==> config.mk <==
export PLATFORM = sky130hd
export DESIGN_NAME = adcc_control
export DESIGN_NICKNAME = d
export VERILOG_FILES = /design/src/logic/adcc_pkg.sv /design/src/logic/adcc_clock_divider.sv /design/src/logic/adcc_control.sv
export VERILOG_INCLUDE_DIRS = /design/src /design/src/logic
export SDC_FILE = /design/constraint.sdc
export NUM_CORES = 1
export LEC_CHECK = 0
export BUFFER_PORTS_ARGS = -buffer_cell sky130_fd_sc_hd__buf_4
export CAP_MARGIN = 20
export CORE_MARGIN = 2
export CORE_UTILIZATION = 40
export DETAILED_ROUTE_END_ITERATION = 10
export GPL_TIMING_DRIVEN = 0
export PLACE_DENSITY_LB_ADDON = 0.05
export SYNTH_ARGS = -nofsm -noshare
export SYNTH_HDL_FRONTEND = slang
export SYNTH_SLANG_ARGS = --single-unit
export TNS_END_PERCENT = 30
==> constraint.sdc <==
create_clock -name i_clock -period 18.48 [get_ports i_clock]
set_input_delay 0 -clock i_clock [delete_from_list [all_inputs] [get_ports i_clock]]
set_output_delay 0 -clock i_clock [all_outputs]
set_load 0.02 [all_outputs]
==> src/logic/adcc_params.svh <==
// Offsets, field positions, reset values and timing counts of the converter control block
`ifndef ADCC_PARAMS_SVH
`define ADCC_PARAMS_SVH

// Register indexes; byte address is four times the index
`define ADCC_IDX_CONTROL_A 5'h00
`define ADCC_IDX_CONTROL_B 5'h01
`define ADCC_IDX_CONTROL_C 5'h02
`define ADCC_IDX_CONTROL_D 5'h03
`define ADCC_IDX_INT_ENABLE 5'h04
`define ADCC_IDX_INT_FLAGS 5'h05
`define ADCC_IDX_STATUS 5'h06
`define ADCC_IDX_DEBUG 5'h07
`define ADCC_IDX_CONTROL_E 5'h08
`define ADCC_IDX_CONTROL_F 5'h09
`define ADCC_IDX_COMMAND 5'h0A
`define ADCC_IDX_GAIN 5'h0B
`define ADCC_IDX_MUX_POS 5'h0C
`define ADCC_IDX_MUX_NEG 5'h0D
`define ADCC_IDX_RESULT 5'h10
`define ADCC_IDX_SAMPLE 5'h14
`define ADCC_IDX_CAL_0 5'h18
`define ADCC_IDX_CAL_1 5'h19
`define ADCC_IDX_CAL_2 5'h1A
`define ADCC_IDX_WIN_LOW 5'h1C
`define ADCC_IDX_WIN_HIGH 5'h1E

// Control A fields
`define ADCC_BIT_ENABLE 0
`define ADCC_BIT_LOW_LATENCY 5
`define ADCC_BIT_STANDBY_RUN 7

// Control B divider select field
`define ADCC_DIV_SEL_MSB 3
`define ADCC_DIV_SEL_LSB 0

// Interrupt flag positions
`define ADCC_FLAG_RESULT_READY 0
`define ADCC_FLAG_SAMPLE_READY 1
`define ADCC_FLAG_RESULT_OVERWRITE 3
`define ADCC_FLAG_SAMPLE_OVERWRITE 4
`define ADCC_FLAG_TRIGGER_OVERRUN 5
`define ADCC_FLAG_MASK 6'h3F

// Status field
`define ADCC_BIT_BUSY 0

// Writable bits per byte register
`define ADCC_MASK_CONTROL_A 8'hA1
`define ADCC_MASK_CONTROL_B 8'h0F
`define ADCC_MASK_CONTROL_C 8'h07
`define ADCC_MASK_CONTROL_D 8'h0F
`define ADCC_MASK_INT_ENABLE 8'h3F
`define ADCC_MASK_DEBUG 8'h01
`define ADCC_MASK_CONTROL_F 8'h7F
`define ADCC_MASK_COMMAND 8'hF7
`define ADCC_MASK_GAIN 8'hF9
`define ADCC_MASK_FULL 8'hFF

// Reset values
`define ADCC_RESET_BYTE 8'h00
`define ADCC_RESET_HALF 16'h0000
`define ADCC_RESET_FLAGS 6'h00

// Sequencer timing in converter clock ticks
`define ADCC_WARMUP_TICKS 8'h04
`define ADCC_CONVERT_TICKS 8'h0D

// Bus responses
`define ADCC_RESP_OKAY 2'h0
`define ADCC_RESP_SLVERR 2'h2

`endif

==> src/logic/adcc_pkg.sv <==
// Types shared by the converter control block
package adcc_pkg;
  typedef enum logic [1:0] {
    ADCC_IDLE,
    ADCC_WARMUP,
    ADCC_CONVERT
  } adcc_state_t;
  typedef logic [4:0] adcc_index_t;
endpackage : adcc_pkg

==> src/logic/adcc_clock_divider.sv <==
// Converter clock enable generator with selectable divide ratio
`timescale 1ns/1ps
`default_nettype none
module adcc_clock_divider #(
  parameter int CNT_W = 7
) (
  input wire logic i_clock,
  input wire logic i_reset,
  input wire logic i_run,
  input wire logic [3:0] i_select,
  output logic o_tick
);
  logic [CNT_W-1:0] count_r;
  logic [CNT_W-1:0] ratio;

  // ----------------------------------------
  // Ratio decode
  // ----------------------------------------
  always_comb begin
    if (!i_select[3]) begin
      ratio = CNT_W'({1'b0, i_select[2:0], 1'b0} + 5'h02);
    end else if (!i_select[2]) begin
      ratio = CNT_W'(({4'h0, i_select[1:0]} << 2) + 6'h14);
    end else begin
      ratio = CNT_W'(({5'h00, i_select[1:0]} << 3) + 7'h28);
    end
  end

  // ----------------------------------------
  // Divide counter
  // ----------------------------------------
  // Stopped counter restarts at zero so the first tick has the full period
  always_ff @(posedge i_clock or posedge i_reset) begin
    if (i_reset) begin
      count_r <= '0;
      o_tick <= 1'b0;
    end else if (!i_run) begin
      count_r <= '0;
      o_tick <= 1'b0;
    end else if (count_r >= ratio - CNT_W'(1)) begin
      count_r <= '0;
      o_tick <= 1'b1;
    end else begin
      count_r <= count_r + CNT_W'(1);
      o_tick <= 1'b0;
    end
  end
endmodule // adcc_clock_divider
`default_nettype wire

==> src/logic/adcc_control.sv <==
// Converter control registers, clock prescaler and conversion sequencer with AXI4-Lite slave
// Function
// Control A bit 0 enables the converter; zero keeps it off; resets zero.
// Standby run clear: no standby operation, but running conversion finishes first.
// Standby run set: operate in standby, request main clock when triggered.
// Low latency clear: power analog parts only when a conversion starts.
// Low latency set: keep selected analog parts powered continuously.
// Low latency never keeps the clock source alive; software must.
// Control A: standby run bit 7, low latency bit 5, enable bit 0.
// Control B bits 3:0 select converter clock division ratio.
// Codes 0x0..0x7 divide by 2,4,...,16.
// Codes 0x8..0xB divide by 20,24,28,32.
// Codes 0xC..0xF divide by 40,48,56,64.
// Converter clock is an enable pulse from a reloading divide counter.
`timescale 1ns/1ps
`default_nettype none
`include "adcc_params.svh"
module adcc_control
  import adcc_pkg::*;
#(
  parameter int ADDR_W = 7,
  parameter int MEM_DEPTH = 27,
  parameter logic [7:0] WARMUP_TICKS = `ADCC_WARMUP_TICKS,
  parameter logic [7:0] CONVERT_TICKS = `ADCC_CONVERT_TICKS
) (
  input wire logic i_clock,
  input wire logic i_reset,
  input wire logic [ADDR_W-1:0] i_awaddr,
  input wire logic i_awvalid,
  output logic o_awready,
  input wire logic [31:0] i_wdata,
  input wire logic [3:0] i_wstrb,
  input wire logic i_wvalid,
  output logic o_wready,
  output logic [1:0] o_bresp,
  output logic o_bvalid,
  input wire logic i_bready,
  input wire logic [ADDR_W-1:0] i_araddr,
  input wire logic i_arvalid,
  output logic o_arready,
  output logic [31:0] o_rdata,
  output logic [1:0] o_rresp,
  output logic o_rvalid,
  input wire logic i_rready,
  input wire logic i_standby_sleep,
  input wire logic i_conversion_trigger,
  input wire logic [31:0] i_result_data,
  input wire logic [15:0] i_sample_data,
  output logic o_converter_enabled,
  output logic o_converter_clock_enable,
  output logic o_analog_power_on,
  output logic o_main_clock_request,
  output logic o_converter_busy,
  output logic o_conversion_done
);
  logic [7:0] mem_r [MEM_DEPTH];
  logic [15:0] win_low_r;
  logic [15:0] win_high_r;
  logic [5:0] flags_r;
  logic aw_held_r;
  logic w_held_r;
  adcc_index_t wr_idx_r;
  logic [31:0] wdata_r;
  logic [3:0] wstrb_r;
  logic wr_fire;
  logic ar_fire;
  adcc_index_t rd_idx;
  logic [31:0] rd_word;
  logic rd_ok;
  adcc_state_t state_r;
  logic [7:0] ticks_r;
  logic enable;
  logic low_latency;
  logic standby_run;
  logic operating;
  logic accept_trigger;
  logic conv_tick;
  logic done_pulse;
  logic [5:0] flag_set;
  logic [5:0] flag_clr;

  // ----------------------------------------
  // Field decode
  // ----------------------------------------
  assign enable = mem_r[`ADCC_IDX_CONTROL_A][`ADCC_BIT_ENABLE];
  assign low_latency = mem_r[`ADCC_IDX_CONTROL_A][`ADCC_BIT_LOW_LATENCY];
  assign standby_run = mem_r[`ADCC_IDX_CONTROL_A][`ADCC_BIT_STANDBY_RUN];

  function automatic logic [7:0] byte_mask(input adcc_index_t idx);
    case (idx)
      `ADCC_IDX_CONTROL_A: byte_mask = `ADCC_MASK_CONTROL_A;
      `ADCC_IDX_CONTROL_B: byte_mask = `ADCC_MASK_CONTROL_B;
      `ADCC_IDX_CONTROL_C: byte_mask = `ADCC_MASK_CONTROL_C;
      `ADCC_IDX_CONTROL_D: byte_mask = `ADCC_MASK_CONTROL_D;
      `ADCC_IDX_INT_ENABLE: byte_mask = `ADCC_MASK_INT_ENABLE;
      `ADCC_IDX_DEBUG: byte_mask = `ADCC_MASK_DEBUG;
      `ADCC_IDX_CONTROL_E: byte_mask = `ADCC_MASK_FULL;
      `ADCC_IDX_CONTROL_F: byte_mask = `ADCC_MASK_CONTROL_F;
      `ADCC_IDX_COMMAND: byte_mask = `ADCC_MASK_COMMAND;
      `ADCC_IDX_GAIN: byte_mask = `ADCC_MASK_GAIN;
      `ADCC_IDX_MUX_POS: byte_mask = `ADCC_MASK_FULL;
      `ADCC_IDX_MUX_NEG: byte_mask = `ADCC_MASK_FULL;
      `ADCC_IDX_CAL_0: byte_mask = `ADCC_MASK_FULL;
      `ADCC_IDX_CAL_1: byte_mask = `ADCC_MASK_FULL;
      `ADCC_IDX_CAL_2: byte_mask = `ADCC_MASK_FULL;
      default: byte_mask = 8'h00;
    endcase
  endfunction

  function automatic logic is_mapped(input adcc_index_t idx);
    is_mapped = (byte_mask(idx) != 8'h00) || idx == `ADCC_IDX_INT_FLAGS || idx == `ADCC_IDX_STATUS
      || idx == `ADCC_IDX_RESULT || idx == `ADCC_IDX_SAMPLE || idx == `ADCC_IDX_WIN_LOW
      || idx == `ADCC_IDX_WIN_HIGH;
  endfunction

  // ----------------------------------------
  // Write channel
  // ----------------------------------------
  // Address and data may arrive in either order; each is held until the response
  assign wr_fire = aw_held_r && w_held_r && !o_bvalid;

  always_ff @(posedge i_clock or posedge i_reset) begin
    if (i_reset) begin
      aw_held_r <= 1'b0;
      o_awready <= 1'b1;
      wr_idx_r <= '0;
    end else if (i_awvalid && o_awready) begin
      aw_held_r <= 1'b1;
      o_awready <= 1'b0;
      wr_idx_r <= i_awaddr[6:2];
    end else if (o_bvalid && i_bready) begin
      aw_held_r <= 1'b0;
      o_awready <= 1'b1;
    end
  end

  always_ff @(posedge i_clock or posedge i_reset) begin
    if (i_reset) begin
      w_held_r <= 1'b0;
      o_wready <= 1'b1;
      wdata_r <= '0;
      wstrb_r <= '0;
    end else if (i_wvalid && o_wready) begin
      w_held_r <= 1'b1;
      o_wready <= 1'b0;
      wdata_r <= i_wdata;
      wstrb_r <= i_wstrb;
    end else if (o_bvalid && i_bready) begin
      w_held_r <= 1'b0;
      o_wready <= 1'b1;
    end
  end

  always_ff @(posedge i_clock or posedge i_reset) begin
    if (i_reset) begin
      o_bvalid <= 1'b0;
      o_bresp <= `ADCC_RESP_OKAY;
    end else if (wr_fire) begin
      o_bvalid <= 1'b1;
      o_bresp <= is_mapped(wr_idx_r) ? `ADCC_RESP_OKAY : `ADCC_RESP_SLVERR;
    end else if (o_bvalid && i_bready) begin
      o_bvalid <= 1'b0;
    end
  end

  // ----------------------------------------
  // Byte registers and thresholds
  // ----------------------------------------
  // Reserved bits are never stored, so they read back as zero
  always_ff @(posedge i_clock or posedge i_reset) begin
    if (i_reset) begin
      for (int k = 0; k < MEM_DEPTH; k++) begin
        mem_r[k] <= `ADCC_RESET_BYTE;
      end
    end else if (wr_fire && wstrb_r[0] && byte_mask(wr_idx_r) != 8'h00) begin
      mem_r[wr_idx_r] <= wdata_r[7:0] & byte_mask(wr_idx_r);
    end
  end

  always_ff @(posedge i_clock or posedge i_reset) begin
    if (i_reset) begin
      win_low_r <= `ADCC_RESET_HALF;
      win_high_r <= `ADCC_RESET_HALF;
    end else if (wr_fire) begin
      if (wr_idx_r == `ADCC_IDX_WIN_LOW) begin
        if (wstrb_r[0]) win_low_r[7:0] <= wdata_r[7:0];
        if (wstrb_r[1]) win_low_r[15:8] <= wdata_r[15:8];
      end
      if (wr_idx_r == `ADCC_IDX_WIN_HIGH) begin
        if (wstrb_r[0]) win_high_r[7:0] <= wdata_r[7:0];
        if (wstrb_r[1]) win_high_r[15:8] <= wdata_r[15:8];
      end
    end
  end

  // ----------------------------------------
  // Read channel
  // ----------------------------------------
  assign ar_fire = i_arvalid && o_arready;
  assign rd_idx = i_araddr[6:2];

  always_comb begin
    rd_ok = is_mapped(rd_idx);
    rd_word = 32'h0000_0000;
    case (rd_idx)
      `ADCC_IDX_INT_FLAGS: rd_word = {26'h0, flags_r};
      `ADCC_IDX_STATUS: rd_word = {31'h0, state_r != ADCC_IDLE};
      `ADCC_IDX_RESULT: rd_word = i_result_data;
      `ADCC_IDX_SAMPLE: rd_word = {16'h0, i_sample_data};
      `ADCC_IDX_WIN_LOW: rd_word = {16'h0, win_low_r};
      `ADCC_IDX_WIN_HIGH: rd_word = {16'h0, win_high_r};
      default: rd_word = {24'h0, (rd_idx < adcc_index_t'(MEM_DEPTH)) ? mem_r[rd_idx] : 8'h00};
    endcase
  end

  always_ff @(posedge i_clock or posedge i_reset) begin
    if (i_reset) begin
      o_arready <= 1'b1;
      o_rvalid <= 1'b0;
      o_rdata <= '0;
      o_rresp <= `ADCC_RESP_OKAY;
    end else if (ar_fire) begin
      o_arready <= 1'b0;
      o_rvalid <= 1'b1;
      o_rdata <= rd_word;
      o_rresp <= rd_ok ? `ADCC_RESP_OKAY : `ADCC_RESP_SLVERR;
    end else if (o_rvalid && i_rready) begin
      o_arready <= 1'b1;
      o_rvalid <= 1'b0;
    end
  end

  // ----------------------------------------
  // Interrupt flags
  // ----------------------------------------
  // Set wins over a same-cycle clear so no event is lost
  always_comb begin
    flag_set = '0;
    flag_clr = '0;
    flag_set[`ADCC_FLAG_RESULT_READY] = done_pulse;
    flag_set[`ADCC_FLAG_SAMPLE_READY] = done_pulse;
    flag_set[`ADCC_FLAG_RESULT_OVERWRITE] = done_pulse && flags_r[`ADCC_FLAG_RESULT_READY];
    flag_set[`ADCC_FLAG_SAMPLE_OVERWRITE] = done_pulse && flags_r[`ADCC_FLAG_SAMPLE_READY];
    flag_set[`ADCC_FLAG_TRIGGER_OVERRUN] = i_conversion_trigger && enable && state_r != ADCC_IDLE;
    if (wr_fire && wstrb_r[0] && wr_idx_r == `ADCC_IDX_INT_FLAGS) begin
      flag_clr = wdata_r[5:0] & `ADCC_FLAG_MASK;
    end
    if (ar_fire && rd_idx == `ADCC_IDX_RESULT) begin
      flag_clr[`ADCC_FLAG_RESULT_READY] = 1'b1;
    end
    if (ar_fire && rd_idx == `ADCC_IDX_SAMPLE) begin
      flag_clr[`ADCC_FLAG_SAMPLE_READY] = 1'b1;
    end
  end

  always_ff @(posedge i_clock or posedge i_reset) begin
    if (i_reset) begin
      flags_r <= `ADCC_RESET_FLAGS;
    end else begin
      flags_r <= (flags_r & ~flag_clr) | flag_set;
    end
  end

  // ----------------------------------------
  // Converter clock
  // ----------------------------------------
  // Without standby run the clock stops only once the sequencer is idle
  assign operating = enable && (!i_standby_sleep || standby_run || state_r != ADCC_IDLE);

  adcc_clock_divider #(
    .CNT_W(7)
  ) u_divider (
    .i_clock(i_clock),
    .i_reset(i_reset),
    .i_run(operating),
    .i_select(mem_r[`ADCC_IDX_CONTROL_B][`ADCC_DIV_SEL_MSB:`ADCC_DIV_SEL_LSB]),
    .o_tick(conv_tick)
  );

  always_ff @(posedge i_clock or posedge i_reset) begin
    if (i_reset) begin
      o_converter_clock_enable <= 1'b0;
    end else begin
      o_converter_clock_enable <= conv_tick;
    end
  end

  // ----------------------------------------
  // Conversion sequencer
  // ----------------------------------------
  // Triggers in standby are refused unless standby run is set
  assign accept_trigger = i_conversion_trigger && enable && state_r == ADCC_IDLE
    && (!i_standby_sleep || standby_run);
  assign done_pulse = state_r == ADCC_CONVERT && conv_tick && ticks_r == 8'h01;

  always_ff @(posedge i_clock or posedge i_reset) begin
    if (i_reset) begin
      state_r <= ADCC_IDLE;
      ticks_r <= '0;
    end else if (!enable) begin
      state_r <= ADCC_IDLE;
      ticks_r <= '0;
    end else begin
      case (state_r)
        ADCC_IDLE: begin
          if (accept_trigger && !low_latency) begin
            state_r <= ADCC_WARMUP;
            ticks_r <= WARMUP_TICKS;
          end else if (accept_trigger) begin
            state_r <= ADCC_CONVERT;
            ticks_r <= CONVERT_TICKS;
          end
        end
        ADCC_WARMUP: begin
          if (conv_tick && ticks_r <= 8'h01) begin
            state_r <= ADCC_CONVERT;
            ticks_r <= CONVERT_TICKS;
          end else if (conv_tick) begin
            ticks_r <= ticks_r - 8'h01;
          end
        end
        ADCC_CONVERT: begin
          if (conv_tick && ticks_r <= 8'h01) begin
            state_r <= ADCC_IDLE;
            ticks_r <= '0;
          end else if (conv_tick) begin
            ticks_r <= ticks_r - 8'h01;
          end
        end
        default: begin
          state_r <= ADCC_IDLE;
          ticks_r <= '0;
        end
      endcase
    end
  end

  // ----------------------------------------
  // Power and clock requests
  // ----------------------------------------
  // Low latency powers only the analog parts; clock source stays software's job
  always_ff @(posedge i_clock or posedge i_reset) begin
    if (i_reset) begin
      o_analog_power_on <= 1'b0;
      o_main_clock_request <= 1'b0;
    end else begin
      o_analog_power_on <= operating && (low_latency || state_r != ADCC_IDLE);
      o_main_clock_request <= standby_run && i_standby_sleep && enable
        && (accept_trigger || state_r != ADCC_IDLE);
    end
  end

  always_ff @(posedge i_clock or posedge i_reset) begin
    if (i_reset) begin
      o_converter_enabled <= 1'b0;
      o_converter_busy <= 1'b0;
      o_conversion_done <= 1'b0;
    end else begin
      o_converter_enabled <= enable;
      o_converter_busy <= state_r != ADCC_IDLE;
      o_conversion_done <= done_pulse;
    end
  end
endmodule // adcc_control
`default_nettype wire

==> results.sh, run 1 <==
export IMPL_skew_ns=0.02393
export IMPL_synth_ff_latch_count=342
export IMPL_yosys_area_top_type="dfrtp_1"
export IMPL_multi_input_area_mm2=0.006510
export IMPL_end_kind="flop"
export IMPL_max_slew_margin_rel_pct=31.71
export IMPL_synth_area_leaders="dfrtp_1, mux2_2, mux4_2"
export IMPL_cts_tree="built"
export IMPL_cts_made_buffers=40
export IMPL_synthFlopType="dfrtp_1"
export IMPL_timing_hold_ws_ns=0.01058
export IMPL_ir_drop_v=0.00009004
export IMPL_synth_edf_count=0
export IMPL_setup_tns_ns=0
export IMPL_max_freq_ghz=0.2342
export IMPL_path_max_fanout=10
export IMPL_grt_max_degree=110
export IMPL_fillers=3470
export IMPL_first_global_vias=11200
export IMPL_grt_usage_pct=22.07
export IMPL_syn_inst=1273
export IMPL_start_kind="input port"
export IMPL_hold_violations=0
export IMPL_timing_final_crit_share_pct=23.10
export IMPL_maxCapViolCount=0
export IMPL_drt_first_pass_iters=5
export IMPL_ctsHoldBuffers=74
export IMPL_ios=154
export IMPL_insertion_delay_ns=0.56
export IMPL_p_leak_nw=9.229
export IMPL_antenna_found_initial=2
export IMPL_clockBufferDepth=3
export IMPL_status="finished clean"
export IMPL_synth_area_per_cell_um2=12.40
export IMPL_final_core_util_pct=50.45
export IMPL_drt_iter0_markers=655
export IMPL_viasPerCell=5.218
export IMPL_route_vias_total=10800
export IMPL_htreeDepth=2
export IMPL_die_x_um=202.6
export IMPL_crit_top_cell="buf_2"
export IMPL_rsz0062_at_grt="false"
export IMPL_drt_total_wl_mm=44.25
export IMPL_critPathSlowestCell="dlygate4sd3_1"
export IMPL_worstMarginPinSlew_ns=1.024
export IMPL_hp_class="in2async"
export IMPL_portBuffers=127
export IMPL_synth_area_mm2=0.01578
export IMPL_drc=0
export IMPL_yosysTopAreaCellShare_pct=53.76
export IMPL_cp_arrival_ns=4.71
export IMPL_core_area_mm2=0.03883
export IMPL_layout_commonest_cell="dfrtp_1"
export IMPL_cts_num_sinks=342
export IMPL_start_util_pct=40.64
export IMPL_clockRootBuffer="clkbuf_16"
export IMPL_postCtsSetupBuffers=0
export IMPL_period_needed_ns=4.270
export IMPL_wl_per_cell_um=21.38
export IMPL_power_density_mw_per_mm2=120.5
export IMPL_dp_hpwl_mm=31.42
export IMPL_gp_congestion=0.8201
export IMPL_ys_seq_area_share_pct=54.26
export IMPL_area_sequential_mm2=0.008562
export IMPL_layout_common_cells="dfrtp_1, mux2_2, buf_4, clkbuf_1, nand2_1"
export IMPL_ant_nets=0
export IMPL_final_nets=1652
export IMPL_grt_overflow_total=0
export IMPL_required_ns=18.92
export IMPL_grt_pass1_wl_mm=69.06
export IMPL_worst_setup_path_type="in2reg"
export IMPL_drive_gt1_share_pct=29.79
export IMPL_cts_resized_gates=0
export IMPL_drv_slew=0
export IMPL_power_mw=2.360
export IMPL_synth_cell_types=77
export IMPL_die_h_um=202.6
export IMPL_worstRegToRegCells=8
export IMPL_area_growth_pct=24.15
export IMPL_ys_async_sr_fraction_pct=100.0
export IMPL_setup_viol=0
export IMPL_path_cells="buf_4 > buf_2 > buf_2 > buf_2 > clkinv_1 > ha_1 > and4b_1 > clkbuf_1 > clkbuf_1 > a221oi_1 > dlygate4sd3_1 > a31oi_1 > dlygate4sd3_1"
export IMPL_synth_warnings=0
export IMPL_clk_pin_slew_ns=0.06
export IMPL_dieArea_mm2=0.04105
export IMPL_fp_row_count=72
export IMPL_max_stage_delay_ns=0.62
power breakdown:
part           internal, mW  switching, mW
Sequential            0.870         0.0895
Clock                 0.497          0.314
Combinational         0.251          0.338
Yosys cell counts, drive strengths merged (9+ instances only):
library cell / instances
a21o: 16
nor3: 9
clkbuf: 120
o21ai: 55
a222oi: 10
a22o: 10
and2: 21
o211ai: 14
mux2: 176
nor2: 32
dfrtp: 339
nand2b: 9
mux2i: 15
nand3: 27
buf: 29
a22oi: 15
ha: 22
nand2: 125
nor2b: 13
a21oi: 46
inv: 21
mux4: 49
final timing paths:
check | from | endpoint | slack [ns]
max | i_araddr[2] | o_rdata[0]$_DFFE_PP0P_ | 14.21
min | i_reset | mem_r[102]$_DFFE_PP0P_ | 0.01
max reg2reg | wr_idx_r[1]$_DFFE_PP0P_ | mem_r[13]$_DFFE_PP0P_ | 15.56
min reg2reg | enable$_DFFE_PP0P_ | o_converter_enabled$_DFF_PP0_ | 0.40
max in group asynchronous | i_reset | o_rdata[13]$_DFFE_PP0P_ | 17.17
min in group i_clock | i_result_data[5] | o_rdata[5]$_DFFE_PP0P_ | 0.05
per-layer routing:
| layer | track usage, % | vias to the layer above | part of all wire, % |
|---|---|---|---|
| met3 | 3.291 | 63 | 3.7 |
| met2 | 35.16 | 204 | 47 |
| met4 | 6.595 | 2 | 2.2 |
| met5 | 0 | - | 0.023 |
| met1 | 31.36 | 5508 | 47 |
| li1 | - | 5024 | - |
final cells by class:
cell class / instances / area share [%]
diodes: 1 / 0.01277
plain buffers: 149 / 3.206
clock buffers: 63 / 6.279
well taps: 518 / 3.309
multi-input cells: 761 / 33.23
clock inverters: 7 / 0.6196
flip-flops and latches: 342 / 43.71
repair buffers: 207 / 9.172
inverters: 22 / 0.4599
cell families (layout without fill, tap and decap cells):
logic type,Yosys count,after routing,synth area share [%]
multiplexers,240,240,20.98
XOR/XNOR,11,11,0.6106
AND/OR/NAND/NOR,272,272,8.747
AO/OA/AOI/OAI,214,214,9.127
other,1,3,0.02377
flip-flops,342,342,54.26
adder cells (fa/ha/maj),22,22,1.744
buffers and inverters,171,448,4.504
state kept, by name, summed over array words and instances, names as in the netlist, 2 cells and up:
signal,flops
ticks_r,8
wr_idx_r,5
o_rdata,32
mem_r,214
state_r,2
wdata_r,16
wstrb_r,2
win_high_r,16
flags_r,6
u_divider.count_r,7
win_low_r,16
worst max-delay path: cells and delay by family:
family                     cells  cell delay, ns
and+or+nand+nor                1            0.22
adders and majority gates      1            0.46
AOI/OAI and AO/OA              2            0.50
buffers and inverters          9            3.52
through the flow:
step | area, µm² | setup slack, ns | cells
floorplan | 15780 | 9.005 | 1274
global placement | 17380 | 4.730 | 1919
detailed placement | 17490 | 14.51 | 1925
CTS | 19590 | 14.24 | 2069
global route | 19590 | 14.00 | 2070
finish | 19590 | 14.21 | 2070
(Power assumes the default switching activity.)
==> inputs of run 2 (changes only) <==
==> constraint.sdc (replaced) <==
create_clock -name i_clock -period 4.2 [get_ports i_clock]
set_input_delay 0 -clock i_clock [delete_from_list [all_inputs] [get_ports i_clock]]
set_output_delay 0 -clock i_clock [all_outputs]
set_load 0.02 [all_outputs]
==> run 2 against run 1 <==
Sequential share of layout area about the same. Clock-buffer cell count decreased by 1. Register-to-register slack got worse by 14 ns. Combinational power grew to 4.4 times the previous value. Setup slack got worse by 14 ns. Critical path type unchanged. Largest cell class unchanged.
==> results.sh, run 2 (synthesized netlist as in run 1, its figures left out) <==
export IMPL_met1Wirelength_mm=20.82
export IMPL_timing_final_crit_share_pct=92.07
export IMPL_cts_tree="built"
export IMPL_area_growth_pct=24.03
export IMPL_hp_class="in2async"
export IMPL_drt_first_pass_iters=5
export IMPL_wl_per_cell_um=21.21
export IMPL_clockRootBuffer="clkbuf_16"
export IMPL_required_ns=4.63
export IMPL_maxCapViolCount=0
export IMPL_n_antenna_cell=0
export IMPL_grt_overflow_total=0
export IMPL_fin_ws_ns=0.3332
export IMPL_ant_nets=0
export IMPL_hold_violations=0
export IMPL_drv_slew=0
export IMPL_rsz0062_at_grt="false"
export IMPL_antenna_found_initial=0
export IMPL_clockBufferDepth=3
export IMPL_dp_cells=1932
export IMPL_p_leak_nw=9.214
export IMPL_layout_common_cells="dfrtp_1, mux2_2, buf_4, clkbuf_1, nand2_1"
export IMPL_dieArea_mm2=0.04105
export IMPL_cts_made_buffers=39
export IMPL_status="finished clean"
export IMPL_dp_hpwl_mm=31.68
export IMPL_layout_commonest_cell="dfrtp_1"
export IMPL_final_core_util_pct=50.41
export IMPL_clk_pin_slew_ns=0.06
export IMPL_grt_usage_pct=22.09
export IMPL_max_freq_ghz=0.2586
export IMPL_viasPerCell=5.221
export IMPL_fp_row_count=72
export IMPL_top_register="mem_r"
export IMPL_insertion_delay_ns=0.55
export IMPL_skew_ns=0.008972
export IMPL_cts_resized_gates=0
export IMPL_htreeDepth=2
export IMPL_ir_drop_v=0.0002824
export IMPL_gp_congestion=0.8225
export IMPL_topRoutingLayerUsed="met4"
export IMPL_largest_reg_flops=214
export IMPL_grt_pass1_wl_mm=69.00
export IMPL_path_max_fanout=10
export IMPL_max_slew_margin_rel_pct=37.53
export IMPL_setup_viol=0
export IMPL_core_area_mm2=0.03883
export IMPL_cp_arrival_ns=4.30
export IMPL_die_x_um=202.6
export IMPL_end_kind="flop"
export IMPL_worstMarginPinSlew_ns=0.9336
export IMPL_met2_length_mm=20.39
export IMPL_worst_setup_path_type="in2reg"
export IMPL_period_needed_ns=3.867
export IMPL_die_h_um=202.6
export IMPL_cts_num_sinks=342
export IMPL_final_nets=1659
export IMPL_layout_cells_non_filler=2073
export IMPL_start_kind="input port"
export IMPL_start_util_pct=40.64
export IMPL_route_vias_total=10820
export IMPL_portBuffers=127
export IMPL_top_regs="mem_r (214), o_rdata (32)"
export IMPL_first_global_vias=11380
export IMPL_ios=154
export IMPL_grt_max_degree=43
export IMPL_dr_wl_met3_mm=1.657
export IMPL_power_density_mw_per_mm2=514.9
export IMPL_drive_gt1_share_pct=29.77
export IMPL_drt_total_wl_mm=43.96
export IMPL_dp_slack_ns=0.2368
export IMPL_drt_iter0_markers=552
export IMPL_drc=0
## run 2: layer usage
metal  up-vias  global-route usage (%)
met3        62                   3.226
met1      5505                   31.39
met2       226                   35.19
li1       5030                       -
met4         0                   6.752
met5         -                       0
## run 2: final timing paths
check / cells after the start / startpoint / slack, ns / end
setup / recovery: 13 / i_araddr[2] / 0.33 / o_rdata[9]$_DFFE_PP0P_
hold / removal: 3 / i_reset / 0.06 / wr_idx_r[1]$_DFFE_PP0P_
setup reg to reg: 8 / wr_idx_r[1]$_DFFE_PP0P_ / 1.28 / mem_r[13]$_DFFE_PP0P_
hold reg to reg: 0 / enable$_DFFE_PP0P_ / 0.39 / o_converter_enabled$_DFF_PP0_
max in group asynchronous: 8 / i_reset / 2.67 / mem_r[49]$_DFFE_PP0P_
min in group i_clock: 5 / i_result_data[5] / 0.09 / o_rdata[5]$_DFFE_PP0P_
## run 2: cell type report
type                            count  area [µm²]
Timing Repair Buffer              215        1932
Fill cell                        3492       19260
Tap cell                          518       648.1
Buffer                            149       628.1
Multi-Input combinational cell    761        6510
Clock buffer                       62        1185
Inverter                           22       86.33
Clock inverter                      4       20.02
Sequential cell                   342        8562
## run 2: critical path, cell delays in order
cell and delay (ns):
buf_4 0.10, buf_2 0.29, buf_2 0.50, buf_2 0.42, clkinv_1 0.43, ha_1 0.44, and4_1 0.23, clkbuf_1 0.23
clkbuf_1 0.35, a222oi_1 0.45, a21oi_1 0.10, dlygate4sd3_1 0.59, a21o_1 0.16
## run 2: where the power goes
| group | switching, mW | internal [mW] |
|---|---|---|
| clock network | 1.33 | 1.92 |
| logic | 1.50 | 1.11 |
| registers | 0.395 | 3.83 |
| total | 3.22 | 6.86 |
## run 2: what timing repair did
item,in CTS,in global routing
endpoints found under the setup margin,0,0
hold buffers,75,0
hold endpoints to repair,169,0
setup buffers,0,0
## run 2: through the flow
stage,cell area (µm²),setup TNS (ns),total power [mW],hold WS (ns)
after global routing,19570,0,10.62,0.07394
after CTS,19570,0,10.17,0.04206
final,19570,0,10.08,0.05839
after floorplan,15790,-126.13,5.856,0.05826
after detailed placement,17620,0,6.815,0.07169
after global placement,17390,-888.29,6.743,0.1546
